[src/rtl/perf_pkg.sv]
package perf_pkg;

   localparam int NUM_CTR  = 4;
   localparam int NUM_PORT = 4;
   localparam int NUM_EVT  = 4;

   localparam int CTR_W   = 48;
   localparam int FREE_W  = 36;
   localparam int INC_W   = 7;
   localparam int THR_W   = 12;
   localparam int CH_W    = 8;
   localparam int FC_W    = 3;
   localparam int EVSEL_W = 8;
   localparam int BW_W    = 4;
   localparam int LANE_W  = 4;
   localparam int ADR_W   = 8;
   localparam int REG_W   = 5;

   // 64-bit control register field positions
   localparam int FC_LSB    = 44;
   localparam int CH_LSB    = 36;
   localparam int THR_LSB   = 24;
   localparam int EN_BIT    = 22;
   localparam int EVSEL_LSB = 0;

   // flow class codes
   localparam logic [FC_W-1:0] FC_POSTED    = 3'h0;
   localparam logic [FC_W-1:0] FC_NONPOSTED = 3'h1;
   localparam logic [FC_W-1:0] FC_COMPL     = 3'h2;

   // highest assigned channel code per stack kind
   localparam logic [CH_W-1:0] CH_EXPRESS_MAX = 8'h04;
   localparam logic [CH_W-1:0] CH_COPY_MAX    = 8'h05;

   // lane configurations and partitions
   localparam logic [1:0]      LANES_X16      = 2'h0;
   localparam logic [1:0]      LANES_X8       = 2'h1;
   localparam logic [1:0]      LANES_X4       = 2'h2;
   localparam logic [CH_W-1:0] PARTITION_ZERO = 8'h00;
   localparam logic [CH_W-1:0] PARTITION_TWO  = 8'h02;
   localparam logic [LANE_W-1:0] X8_SECOND_LANE = 4'h8;

   // register numbers; byte address = number * 8, +4 for bits 63:32
   localparam logic [REG_W-1:0] REG_CTL      = 5'h00;
   localparam logic [REG_W-1:0] REG_CTR      = 5'h04;
   localparam logic [REG_W-1:0] REG_IOCLK    = 5'h08;
   localparam logic [REG_W-1:0] REG_BW_IN    = 5'h09;
   localparam logic [REG_W-1:0] REG_BW_OUT   = 5'h0D;
   localparam logic [REG_W-1:0] REG_UTIL_IN  = 5'h11;
   localparam logic [REG_W-1:0] REG_UTIL_OUT = 5'h15;

   typedef struct packed {
      logic [FC_W-1:0]    flow_class_filter;
      logic [CH_W-1:0]    channel_filter;
      logic [THR_W-1:0]   threshold;
      logic               enable;
      logic [EVSEL_W-1:0] event_select;
   } ctl_t;

   localparam ctl_t CTL_RST = '0;
   localparam logic [CTR_W-1:0]  CTR_RST  = 48'h0;
   localparam logic [FREE_W-1:0] FREE_RST = 36'h0;

   typedef struct packed {
      logic [INC_W-1:0]  inc;
      logic [FC_W-1:0]   flow_class;
      logic [CH_W-1:0]   channel;
      logic [LANE_W-1:0] lane;
      logic              fc_applies;
      logic              ch_applies;
      logic              by_lane;
   } evt_t;

   typedef struct packed {
      logic [BW_W-1:0] in_words;
      logic [BW_W-1:0] out_words;
      logic            in_busy;
      logic            out_busy;
      logic            low_power;
   } port_t;

endpackage : perf_pkg

[src/rtl/io_stack_perf_counters.sv]
// Local design decisions: register access over Wishbone and the placing of the registers.
`timescale 1ns/1ps
// Overview of operation
// - four programmable 48-bit event counters
// - counter step at most seven bits
// - flow-class filter: posted, non-posted, completions
// - express stack channels: ports, remap unit
// - copy stack channels: engine, links, remap
// - twelve-bit threshold for counter comparison
// - free-running counters ignore all writes
// - counting pauses while stack powered down
// - 36-bit clock counter, upper bits zero
// - inbound four-byte words counted per port
// - outbound four-byte words counted per port
// - input utilisation cycles counted per port
// - output utilisation cycles counted per port
// - low-power ports count as utilised in both directions
// - separate free counters for each port
// - lane position picks partition zero or two in x8, lane bits 3:2 in x4
// - filter fields reset zero, read back
module io_stack_perf_counters (
   input  wire logic                           I_CLK,
   input  wire logic                           I_RST,
   input  wire logic                           I_WB_CYC,
   input  wire logic                           I_WB_STB,
   input  wire logic                           I_WB_WE,
   input  wire logic [perf_pkg::ADR_W-1:0]     I_WB_ADR,
   input  wire logic [3:0]                     I_WB_SEL,
   input  wire logic [31:0]                    I_WB_DAT,
   output logic      [31:0]                    O_WB_DAT,
   output logic                                O_WB_ACK,
   input  wire logic                           I_COPY_STACK,
   input  wire logic [1:0]                     I_LANE_CFG,
   input  wire logic                           I_PWR_DOWN,
   input  wire perf_pkg::evt_t [perf_pkg::NUM_EVT-1:0]  I_EVT,
   input  wire perf_pkg::port_t [perf_pkg::NUM_PORT-1:0] I_PORT
);

   typedef struct packed {
      perf_pkg::ctl_t [perf_pkg::NUM_CTR-1:0]                    ctl;
      logic [perf_pkg::NUM_CTR-1:0][perf_pkg::CTR_W-1:0]         ctr;
      logic [perf_pkg::FREE_W-1:0]                               ioclk;
      logic [perf_pkg::NUM_PORT-1:0][perf_pkg::FREE_W-1:0]       bw_in;
      logic [perf_pkg::NUM_PORT-1:0][perf_pkg::FREE_W-1:0]       bw_out;
      logic [perf_pkg::NUM_PORT-1:0][perf_pkg::FREE_W-1:0]       util_in;
      logic [perf_pkg::NUM_PORT-1:0][perf_pkg::FREE_W-1:0]       util_out;
      logic                                                      ack;
      logic [31:0]                                               rdat;
   } state_t;

   state_t state_ff;
   state_t nxt_state;

   function automatic logic [31:0] merge(input logic [31:0] old_w,
                                         input logic [31:0] new_w,
                                         input logic [3:0]  sel);
      logic [31:0] res;
      res = old_w;
      for (int b = 0; b < 4; b++) begin
         if (sel[b]) begin
            res[b*8 +: 8] = new_w[b*8 +: 8];
         end
      end
      return res;
   endfunction : merge

   // one half of a 64-bit register, merged per byte lane
   function automatic logic [63:0] merge64(input logic [63:0] old_v,
                                           input logic        hi,
                                           input logic [31:0] new_w,
                                           input logic [3:0]  sel);
      logic [63:0] res;
      res = old_v;
      if (hi) begin
         res[63:32] = merge(old_v[63:32], new_w, sel);
      end else begin
         res[31:0] = merge(old_v[31:0], new_w, sel);
      end
      return res;
   endfunction : merge64

   // reserved bits 63:47 are not stored and read as zero
   function automatic logic [63:0] pack_ctl(input perf_pkg::ctl_t c);
      logic [63:0] v;
      v = 64'h0;
      v[perf_pkg::FC_LSB +: perf_pkg::FC_W]       = c.flow_class_filter;
      v[perf_pkg::CH_LSB +: perf_pkg::CH_W]       = c.channel_filter;
      v[perf_pkg::THR_LSB +: perf_pkg::THR_W]     = c.threshold;
      v[perf_pkg::EN_BIT]                         = c.enable;
      v[perf_pkg::EVSEL_LSB +: perf_pkg::EVSEL_W] = c.event_select;
      return v;
   endfunction : pack_ctl

   function automatic perf_pkg::ctl_t unpack_ctl(input logic [63:0] v);
      perf_pkg::ctl_t c;
      c.flow_class_filter = v[perf_pkg::FC_LSB +: perf_pkg::FC_W];
      c.channel_filter    = v[perf_pkg::CH_LSB +: perf_pkg::CH_W];
      c.threshold         = v[perf_pkg::THR_LSB +: perf_pkg::THR_W];
      c.enable            = v[perf_pkg::EN_BIT];
      c.event_select      = v[perf_pkg::EVSEL_LSB +: perf_pkg::EVSEL_W];
      return c;
   endfunction : unpack_ctl

   // partition of a lane-attributed event
   function automatic logic [perf_pkg::CH_W-1:0] lane_partition(
         input logic [1:0]                  cfg,
         input logic [perf_pkg::LANE_W-1:0] lane);
      logic [perf_pkg::CH_W-1:0] p;
      p = perf_pkg::PARTITION_ZERO;
      case (cfg)
         perf_pkg::LANES_X16: begin
            p = perf_pkg::PARTITION_ZERO;
         end
         perf_pkg::LANES_X8: begin
            if (lane >= perf_pkg::X8_SECOND_LANE) begin
               p = perf_pkg::PARTITION_TWO;
            end
         end
         perf_pkg::LANES_X4: begin
            p = {6'h00, lane[3:2]};
         end
         default: begin
            p = perf_pkg::PARTITION_ZERO;
         end
      endcase
      return p;
   endfunction : lane_partition

   logic                           req;
   logic                           wr;
   logic [perf_pkg::REG_W-1:0]     reg_no;
   logic                           hi_half;

   assign req     = I_WB_CYC & I_WB_STB & ~state_ff.ack;
   assign wr      = req & I_WB_WE;
   assign reg_no  = I_WB_ADR[7:3];
   assign hi_half = I_WB_ADR[2];

   always_comb begin
      logic [63:0]                 rd64;
      logic [63:0]                 cur;
      logic [31:0]                 half;
      perf_pkg::evt_t              ev;
      logic                        ev_ok;
      logic                        fc_ok;
      logic                        ch_ok;
      logic [perf_pkg::CH_W-1:0]   chan_eff;
      logic [perf_pkg::CH_W-1:0]   ch_max;
      logic [perf_pkg::INC_W-1:0]  amount;
      rd64     = 64'h0;
      cur      = 64'h0;
      half     = 32'h0;
      ev       = '0;
      ev_ok    = 1'b0;
      fc_ok    = 1'b0;
      ch_ok    = 1'b0;
      chan_eff = '0;
      ch_max   = '0;
      amount   = '0;
      nxt_state = state_ff;

      // hold all counts while powered down
      if (!I_PWR_DOWN) begin
         nxt_state.ioclk = state_ff.ioclk + 36'h1;
         for (int p = 0; p < perf_pkg::NUM_PORT; p++) begin
            nxt_state.bw_in[p] = state_ff.bw_in[p]
               + 36'(I_PORT[p].in_words);
            nxt_state.bw_out[p] = state_ff.bw_out[p]
               + 36'(I_PORT[p].out_words);
            if (I_PORT[p].in_busy | I_PORT[p].low_power) begin
               nxt_state.util_in[p] = state_ff.util_in[p] + 36'h1;
            end
            if (I_PORT[p].out_busy | I_PORT[p].low_power) begin
               nxt_state.util_out[p] = state_ff.util_out[p] + 36'h1;
            end
         end

         for (int c = 0; c < perf_pkg::NUM_CTR; c++) begin
            ev_ok = state_ff.ctl[c].enable
               && (state_ff.ctl[c].event_select
                   < perf_pkg::EVSEL_W'(perf_pkg::NUM_EVT));
            ev = I_EVT[state_ff.ctl[c].event_select[1:0]];
            fc_ok = !ev.fc_applies
               || (ev.flow_class == state_ff.ctl[c].flow_class_filter);
            chan_eff = ev.by_lane ? lane_partition(I_LANE_CFG, ev.lane)
                                  : ev.channel;
            ch_max = I_COPY_STACK ? perf_pkg::CH_COPY_MAX
                                  : perf_pkg::CH_EXPRESS_MAX;
            ch_ok = !ev.ch_applies
               || ((chan_eff == state_ff.ctl[c].channel_filter)
                   && (state_ff.ctl[c].channel_filter <= ch_max));
            if (state_ff.ctl[c].threshold == 12'h000) begin
               amount = ev.inc;
            end else if (12'(ev.inc) >= state_ff.ctl[c].threshold) begin
               amount = 7'h01;
            end else begin
               amount = 7'h00;
            end
            if (ev_ok && fc_ok && ch_ok) begin
               nxt_state.ctr[c] = state_ff.ctr[c] + 48'(amount);
            end
         end
      end

      // register read selection; unmapped numbers read zero
      case (reg_no)
         perf_pkg::REG_CTL: begin
            rd64 = pack_ctl(state_ff.ctl[0]);
         end
         perf_pkg::REG_CTL + 5'h01: begin
            rd64 = pack_ctl(state_ff.ctl[1]);
         end
         perf_pkg::REG_CTL + 5'h02: begin
            rd64 = pack_ctl(state_ff.ctl[2]);
         end
         perf_pkg::REG_CTL + 5'h03: begin
            rd64 = pack_ctl(state_ff.ctl[3]);
         end
         perf_pkg::REG_CTR: begin
            rd64 = {16'h0000, state_ff.ctr[0]};
         end
         perf_pkg::REG_CTR + 5'h01: begin
            rd64 = {16'h0000, state_ff.ctr[1]};
         end
         perf_pkg::REG_CTR + 5'h02: begin
            rd64 = {16'h0000, state_ff.ctr[2]};
         end
         perf_pkg::REG_CTR + 5'h03: begin
            rd64 = {16'h0000, state_ff.ctr[3]};
         end
         perf_pkg::REG_IOCLK: begin
            rd64 = {28'h0000000, state_ff.ioclk};
         end
         perf_pkg::REG_BW_IN: begin
            rd64 = {28'h0000000, state_ff.bw_in[0]};
         end
         perf_pkg::REG_BW_IN + 5'h01: begin
            rd64 = {28'h0000000, state_ff.bw_in[1]};
         end
         perf_pkg::REG_BW_IN + 5'h02: begin
            rd64 = {28'h0000000, state_ff.bw_in[2]};
         end
         perf_pkg::REG_BW_IN + 5'h03: begin
            rd64 = {28'h0000000, state_ff.bw_in[3]};
         end
         perf_pkg::REG_BW_OUT: begin
            rd64 = {28'h0000000, state_ff.bw_out[0]};
         end
         perf_pkg::REG_BW_OUT + 5'h01: begin
            rd64 = {28'h0000000, state_ff.bw_out[1]};
         end
         perf_pkg::REG_BW_OUT + 5'h02: begin
            rd64 = {28'h0000000, state_ff.bw_out[2]};
         end
         perf_pkg::REG_BW_OUT + 5'h03: begin
            rd64 = {28'h0000000, state_ff.bw_out[3]};
         end
         perf_pkg::REG_UTIL_IN: begin
            rd64 = {28'h0000000, state_ff.util_in[0]};
         end
         perf_pkg::REG_UTIL_IN + 5'h01: begin
            rd64 = {28'h0000000, state_ff.util_in[1]};
         end
         perf_pkg::REG_UTIL_IN + 5'h02: begin
            rd64 = {28'h0000000, state_ff.util_in[2]};
         end
         perf_pkg::REG_UTIL_IN + 5'h03: begin
            rd64 = {28'h0000000, state_ff.util_in[3]};
         end
         perf_pkg::REG_UTIL_OUT: begin
            rd64 = {28'h0000000, state_ff.util_out[0]};
         end
         perf_pkg::REG_UTIL_OUT + 5'h01: begin
            rd64 = {28'h0000000, state_ff.util_out[1]};
         end
         perf_pkg::REG_UTIL_OUT + 5'h02: begin
            rd64 = {28'h0000000, state_ff.util_out[2]};
         end
         perf_pkg::REG_UTIL_OUT + 5'h03: begin
            rd64 = {28'h0000000, state_ff.util_out[3]};
         end
         default: begin
            rd64 = 64'h0;
         end
      endcase

      // software writes win over counting in the same cycle
      // free-running counters take no writes
      if (wr) begin
         case (reg_no)
            perf_pkg::REG_CTL: begin
               nxt_state.ctl[0] = unpack_ctl(merge64(
                  pack_ctl(state_ff.ctl[0]), hi_half, I_WB_DAT, I_WB_SEL));
            end
            perf_pkg::REG_CTL + 5'h01: begin
               nxt_state.ctl[1] = unpack_ctl(merge64(
                  pack_ctl(state_ff.ctl[1]), hi_half, I_WB_DAT, I_WB_SEL));
            end
            perf_pkg::REG_CTL + 5'h02: begin
               nxt_state.ctl[2] = unpack_ctl(merge64(
                  pack_ctl(state_ff.ctl[2]), hi_half, I_WB_DAT, I_WB_SEL));
            end
            perf_pkg::REG_CTL + 5'h03: begin
               nxt_state.ctl[3] = unpack_ctl(merge64(
                  pack_ctl(state_ff.ctl[3]), hi_half, I_WB_DAT, I_WB_SEL));
            end
            perf_pkg::REG_CTR: begin
               cur = merge64({16'h0000, state_ff.ctr[0]}, hi_half,
                             I_WB_DAT, I_WB_SEL);
               nxt_state.ctr[0] = cur[perf_pkg::CTR_W-1:0];
            end
            perf_pkg::REG_CTR + 5'h01: begin
               cur = merge64({16'h0000, state_ff.ctr[1]}, hi_half,
                             I_WB_DAT, I_WB_SEL);
               nxt_state.ctr[1] = cur[perf_pkg::CTR_W-1:0];
            end
            perf_pkg::REG_CTR + 5'h02: begin
               cur = merge64({16'h0000, state_ff.ctr[2]}, hi_half,
                             I_WB_DAT, I_WB_SEL);
               nxt_state.ctr[2] = cur[perf_pkg::CTR_W-1:0];
            end
            perf_pkg::REG_CTR + 5'h03: begin
               cur = merge64({16'h0000, state_ff.ctr[3]}, hi_half,
                             I_WB_DAT, I_WB_SEL);
               nxt_state.ctr[3] = cur[perf_pkg::CTR_W-1:0];
            end
            default: begin
               cur = 64'h0;
            end
         endcase
      end

      half = hi_half ? rd64[63:32] : rd64[31:0];
      nxt_state.ack  = req;
      nxt_state.rdat = (req && !I_WB_WE) ? half : 32'h00000000;
   end

   always_ff @(posedge I_CLK) begin
      if (I_RST) begin
         state_ff.ctl      <= {perf_pkg::NUM_CTR{perf_pkg::CTL_RST}};
         state_ff.ctr      <= {perf_pkg::NUM_CTR{perf_pkg::CTR_RST}};
         state_ff.ioclk    <= perf_pkg::FREE_RST;
         state_ff.bw_in    <= {perf_pkg::NUM_PORT{perf_pkg::FREE_RST}};
         state_ff.bw_out   <= {perf_pkg::NUM_PORT{perf_pkg::FREE_RST}};
         state_ff.util_in  <= {perf_pkg::NUM_PORT{perf_pkg::FREE_RST}};
         state_ff.util_out <= {perf_pkg::NUM_PORT{perf_pkg::FREE_RST}};
         state_ff.ack      <= 1'b0;
         state_ff.rdat     <= 32'h00000000;
      end else begin
         state_ff <= nxt_state;
      end
   end

   assign O_WB_DAT = state_ff.rdat;
   assign O_WB_ACK = state_ff.ack;

endmodule : io_stack_perf_counters

[config.mk]
export PLATFORM = sky130hd
export DESIGN_NAME = io_stack_perf_counters
export DESIGN_NICKNAME = d
export VERILOG_FILES = /design/src/rtl/perf_pkg.sv /design/src/rtl/io_stack_perf_counters.sv
export SDC_FILE = /design/constraint.sdc
export NUM_CORES = 2
export LEC_CHECK = 0
export ABC_CLOCK_PERIOD_IN_PS = 6700
export BUFFER_PORTS_ARGS = -buffer_cell sky130_fd_sc_hd__buf_4
export CAP_MARGIN = 15
export CORE_MARGIN = 2
export CORE_UTILIZATION = 63
export CTS_CLUSTER_DIAMETER = 150
export DETAILED_ROUTE_END_ITERATION = 8
export PLACE_DENSITY = 0.81
export REMOVE_ABC_BUFFERS = 1
export SYNTH_ARGS = -nofsm -noshare
export SYNTH_HDL_FRONTEND = slang
export SYNTH_SLANG_ARGS = --single-unit
[constraint.sdc]
create_clock -name I_CLK -period 6.7 [get_ports I_CLK]
set_input_delay 0 -clock I_CLK [delete_from_list [all_inputs] [get_ports I_CLK]]
set_output_delay 0 -clock I_CLK [all_outputs]
set_load 0.01 [all_outputs]
==> results.tsv <==
stage	metric	value	unit
detailed_routing	ant_nets	0	
clock_network	path_clk_slew	0.06	ns
worst_setup_path	r2r_setup_slack	0.84	ns
final_layout	final_cells	7964	
sta	finalSetupViolCount	0	
sta	fmax	170.8	MHz
clock_network	clockRootBuffer	clkbuf_16	
sta	min_period_over_period	87.41	%
pwr	comb_power_share	7.6	%
sta	fin_skew	0.04541	ns
final_layout	nFillCells	6694	
sta	rsz0062_at_grt	false	
final_layout	fin_util	72.09	%
pwr	switching_power	3.242	mW
yosys	yosysSeqAreaShare	35.89	%
sta	hold_violations	0	
global_routing	grt_pass1_wl	338500	microns
yosys	synth-edff-count	0	
final_layout	areaGrowthSynthToFinish	13.67	%
die	die_x	296.3	microns
clock_network	cts_tree	done	
clock_network	clk_path_buf_depth	3	
die	start_util	63.42	%
worst_setup_path	worst_ep_arrival_time	6.49	ns
yosys	netlist_instances	6549	
worst_setup_path	reg2reg_to	state_ff[685]	
detailed_routing	wl	235400	microns
run	maxCapViolations	0	
worst_hold_path	hold_depth	5	
placed_design	place_area	56400	sq um
clock_network	htreeDepth	3	
pwr	swShare	24.98	%
placed_design	dpl.hpwl	170500	microns
worst_setup_path	crit_family	simple AND/OR/NAND/NOR gates	
worst_setup_path	crit_top_cell	a21o_1	
die	dieArea	87800	sq um
yosys	postSynthAreaPerCell	8.220	sq um
yosys	synth_top_area_share	35.89	%
global_routing	use_met1	64.35	%
worst_setup_path	worst-setup-path-type	flip-flop to flip-flop	
detailed_routing	wl_per_cell	29.56	microns
worst_setup_path	ff2ff_path_depth	19	
pwr	seqPwrFrac	45.0	%
worst_setup_path	worstReg2RegStart	state_ff[837]	
die	fp.coreArea	84880	sq um
worst_hold_path	min_to	state_ff[69]	
yosys	syn-cell-area	53830	sq um
placed_design	port_buffers	219	
die	std_cell_rows	107	
worst_setup_path	cp_slowest_cell	dfxtp_2	
final_layout	drive_gt1_share	10.38	%
sta	whs	0.04108	ns
global_routing	grt.busiest_layer	met2	
worst_setup_path	path_max_fanout	27	
detailed_routing	vias	57040	
detailed_routing	drc_errors	0	
worst_setup_path	worst_setup_path_end_kind	flip-flop	
pwr	p_total	12.98	mW
worst_setup_path	max_stage_delay	0.91	ns
global_routing	antenna_found_initial	14	
sta	period_minus_slack	5.856	ns
clock_network	clk_latency	0.71	ns
yosys	ys_ff_latch	965	
yosys	synthTopCellsByCount	965 x dfxtp_1, 806 x nor2_1, 658 x nand2_1	
yosys	synthTopCellsByArea	dfxtp_1 36%, xor2_1 5.7%, nor2_1 5.6%	
clock_network	numCtsBuffers	104	
worst_hold_path	hold_path.class	input pin to flip-flop	
yosys	synth_cell_type_count	94	
sta	finalSetupTns	0	ns
global_routing	overflow	0	
die	die_h	296.3	microns
global_routing	met3_usage	18.89	%
sta	slew_headroom	1.911	%
worst_setup_path	start_kind	flip-flop	
final_layout	final_nets	7038	
pwr	power.density	212.1	nW/um^2
placed_design	placed_cells	7644	
pwr	clkPwrFrac	47.4	%
detailed_routing	avgViaCountPerCell	7.162	
clock_network	clock_sinks	965	
yosys	ys_warn_count	0	
sta	worstMarginPinSlew	1.460	ns
die	ios	230	
worst_setup_path	cp.required	7.33	ns
detailed_routing	drt_iter0_markers	9428	
yosys	post-synth-top-count-cell	dfxtp_1	
global_routing	grt_pass1_vias	52290	
placed_design	pre_cts_ws	0.9997	ns
yosys	ys_async_sr_fraction	0	%
global_routing	grt_use_total	52.25	%
pwr	ir_drop	0.0002338	V
placed_design	place_congestion	1.082	
sta	layout_setup_ws	0.8438	ns
yosys	ys.flop_type	dfxtp_1	
sta	drv_slew	0	
pwr	intPower	9.735	mW
global_routing	grt_max_degree	241	
global_routing	use_met2	74.06	%
yosys	synth_largest_area_cell	dfxtp_1	
worst_setup_path	crit_buf_inv	0	
outcome	status	finished clean	
worst_setup_path	path_cells	mux4_2 -> ha_1 -> a21o_1 -> a21o_1 -> a21o_1 -> a21o_1 -> a21o_1 -> a21oi_1 -> o22ai_1 -> ha_1 -> fa_1 -> a21o_1 -> a21oi_1 -> o21ai_0 -> nand2_1 -> nor2_1 -> nand4_1 -> or4_1 -> a21oi_1	
worst_hold_path	hp-start	I_PORT[12]	
pwr	leakagePower	21.03	nW
final_layout	stdcell_area	61190	sq um
detailed_routing	dr.pass1.iters	9	
clock_network	ctsResizeCount	0	
[state kept, by name, summed over array words and instances, names as in the netlist]
| signal | count |
|---|---|
| O_WB_DAT | 32 |
| state_ff | 932 |
| O_WB_ACK | 1 |
[final cells by class]
| class | count | area, sq um | share of cell area, % |
|---|---|---|---|
| multi-input cells | 5041 | 32510 | 53.13 |
| repair buffers | 451 | 3704 | 6.053 |
| inverters | 163 | 611.8 | 0.9999 |
| well taps | 1144 | 1431 | 2.339 |
| clock buffers | 149 | 2983 | 4.875 |
| diodes | 8 | 20.02 | 0.03272 |
| clock inverters | 43 | 604.3 | 0.9876 |
| flip-flops and latches | 965 | 19320 | 31.58 |
[power groups by stage]
stage | sequential (mW) | clock (mW) | combinational [mW]
final | 5.84 | 6.15 | 0.988
after detailed placement | 5.96 | 0 | 0.849
after floorplan | 5.93 | 0 | 0.370
after global routing | 5.83 | 6.32 | 1.02
after global placement | 5.95 | 0 | 0.831
after CTS | 5.83 | 6.10 | 0.927
[worst max path at each step]
stage | from | end | slack (ns) | depth (start not counted)
6_report | state_ff[837] | state_ff[685] | 0.84 | 19
2_1_floorplan | state_ff[901] | state_ff[748] | 1.35 | 17
5_1_grt | state_ff[869] | state_ff[710] | 0.52 | 18
3_5_place_dp | state_ff[869] | state_ff[710] | 1.0 | 18
3_3_place_gp | state_ff[869] | state_ff[710] | 1.05 | 18
4_1_cts | state_ff[869] | state_ff[710] | 0.94 | 18
[cell families (layout without fill, tap and decap cells)]
family / after synthesis / count (layout) / share of synthesized area (%)
buffers and inverters: 543 / 806 / 4.172
xor gates and xnor gates: 526 / 526 / 8.558
DFF: 965 / 965 / 35.89
AOI/OAI and AO/OA: 1386 / 1386 / 17.72
adders and majority gates: 115 / 115 / 2.840
and+or+nand+nor: 2842 / 2842 / 25.64
other: 0 / 8 / 0
muxes: 172 / 172 / 5.183
[cell usage in the layout (no fill, tap or decap), types with 114 or more instances in the layout]
cell / n
xnor2_1: 173
nand4_1: 184
dfxtp_1: 961
inv_1: 162
nor2_1: 788
nand3_1: 397
or3_1: 144
and3_1: 132
nor3_1: 139
dlygate4sd3_1: 114
nand2_1: 658
buf_4: 332
a21oi_1: 341
a22oi_1: 251
xor2_1: 353
o21ai_0: 177
[worst register-to-register path, delay by kind of cell (launching register included)]
| kind | cells | cell delay (ns) |
|---|---|---|
| AND/OR/NAND/NOR | 4 | 1.94 |
| AO/OA/AOI/OAI | 11 | 1.57 |
| adder cells (fa/ha/maj) | 3 | 0.73 |
| multiplexers | 1 | 0.66 |
| flip-flops | 1 | 0.91 |
[repair_timing]
| action | 4_1_cts | 5_1_grt |
|---|---|---|
| buffers inserted | 0 | 0 |
| hold buffers | 114 | 0 |
| hold endpoints to repair | 462 | 0 |
[routing by layer]
metal | vias up | share of wire, %
met4 | 12 | 9.6
li1 | 24240 | -
met5 | - | 0.038
met1 | 26950 | 35
met2 | 4628 | 40
met3 | 1209 | 16
(Power assumes the default switching activity.)
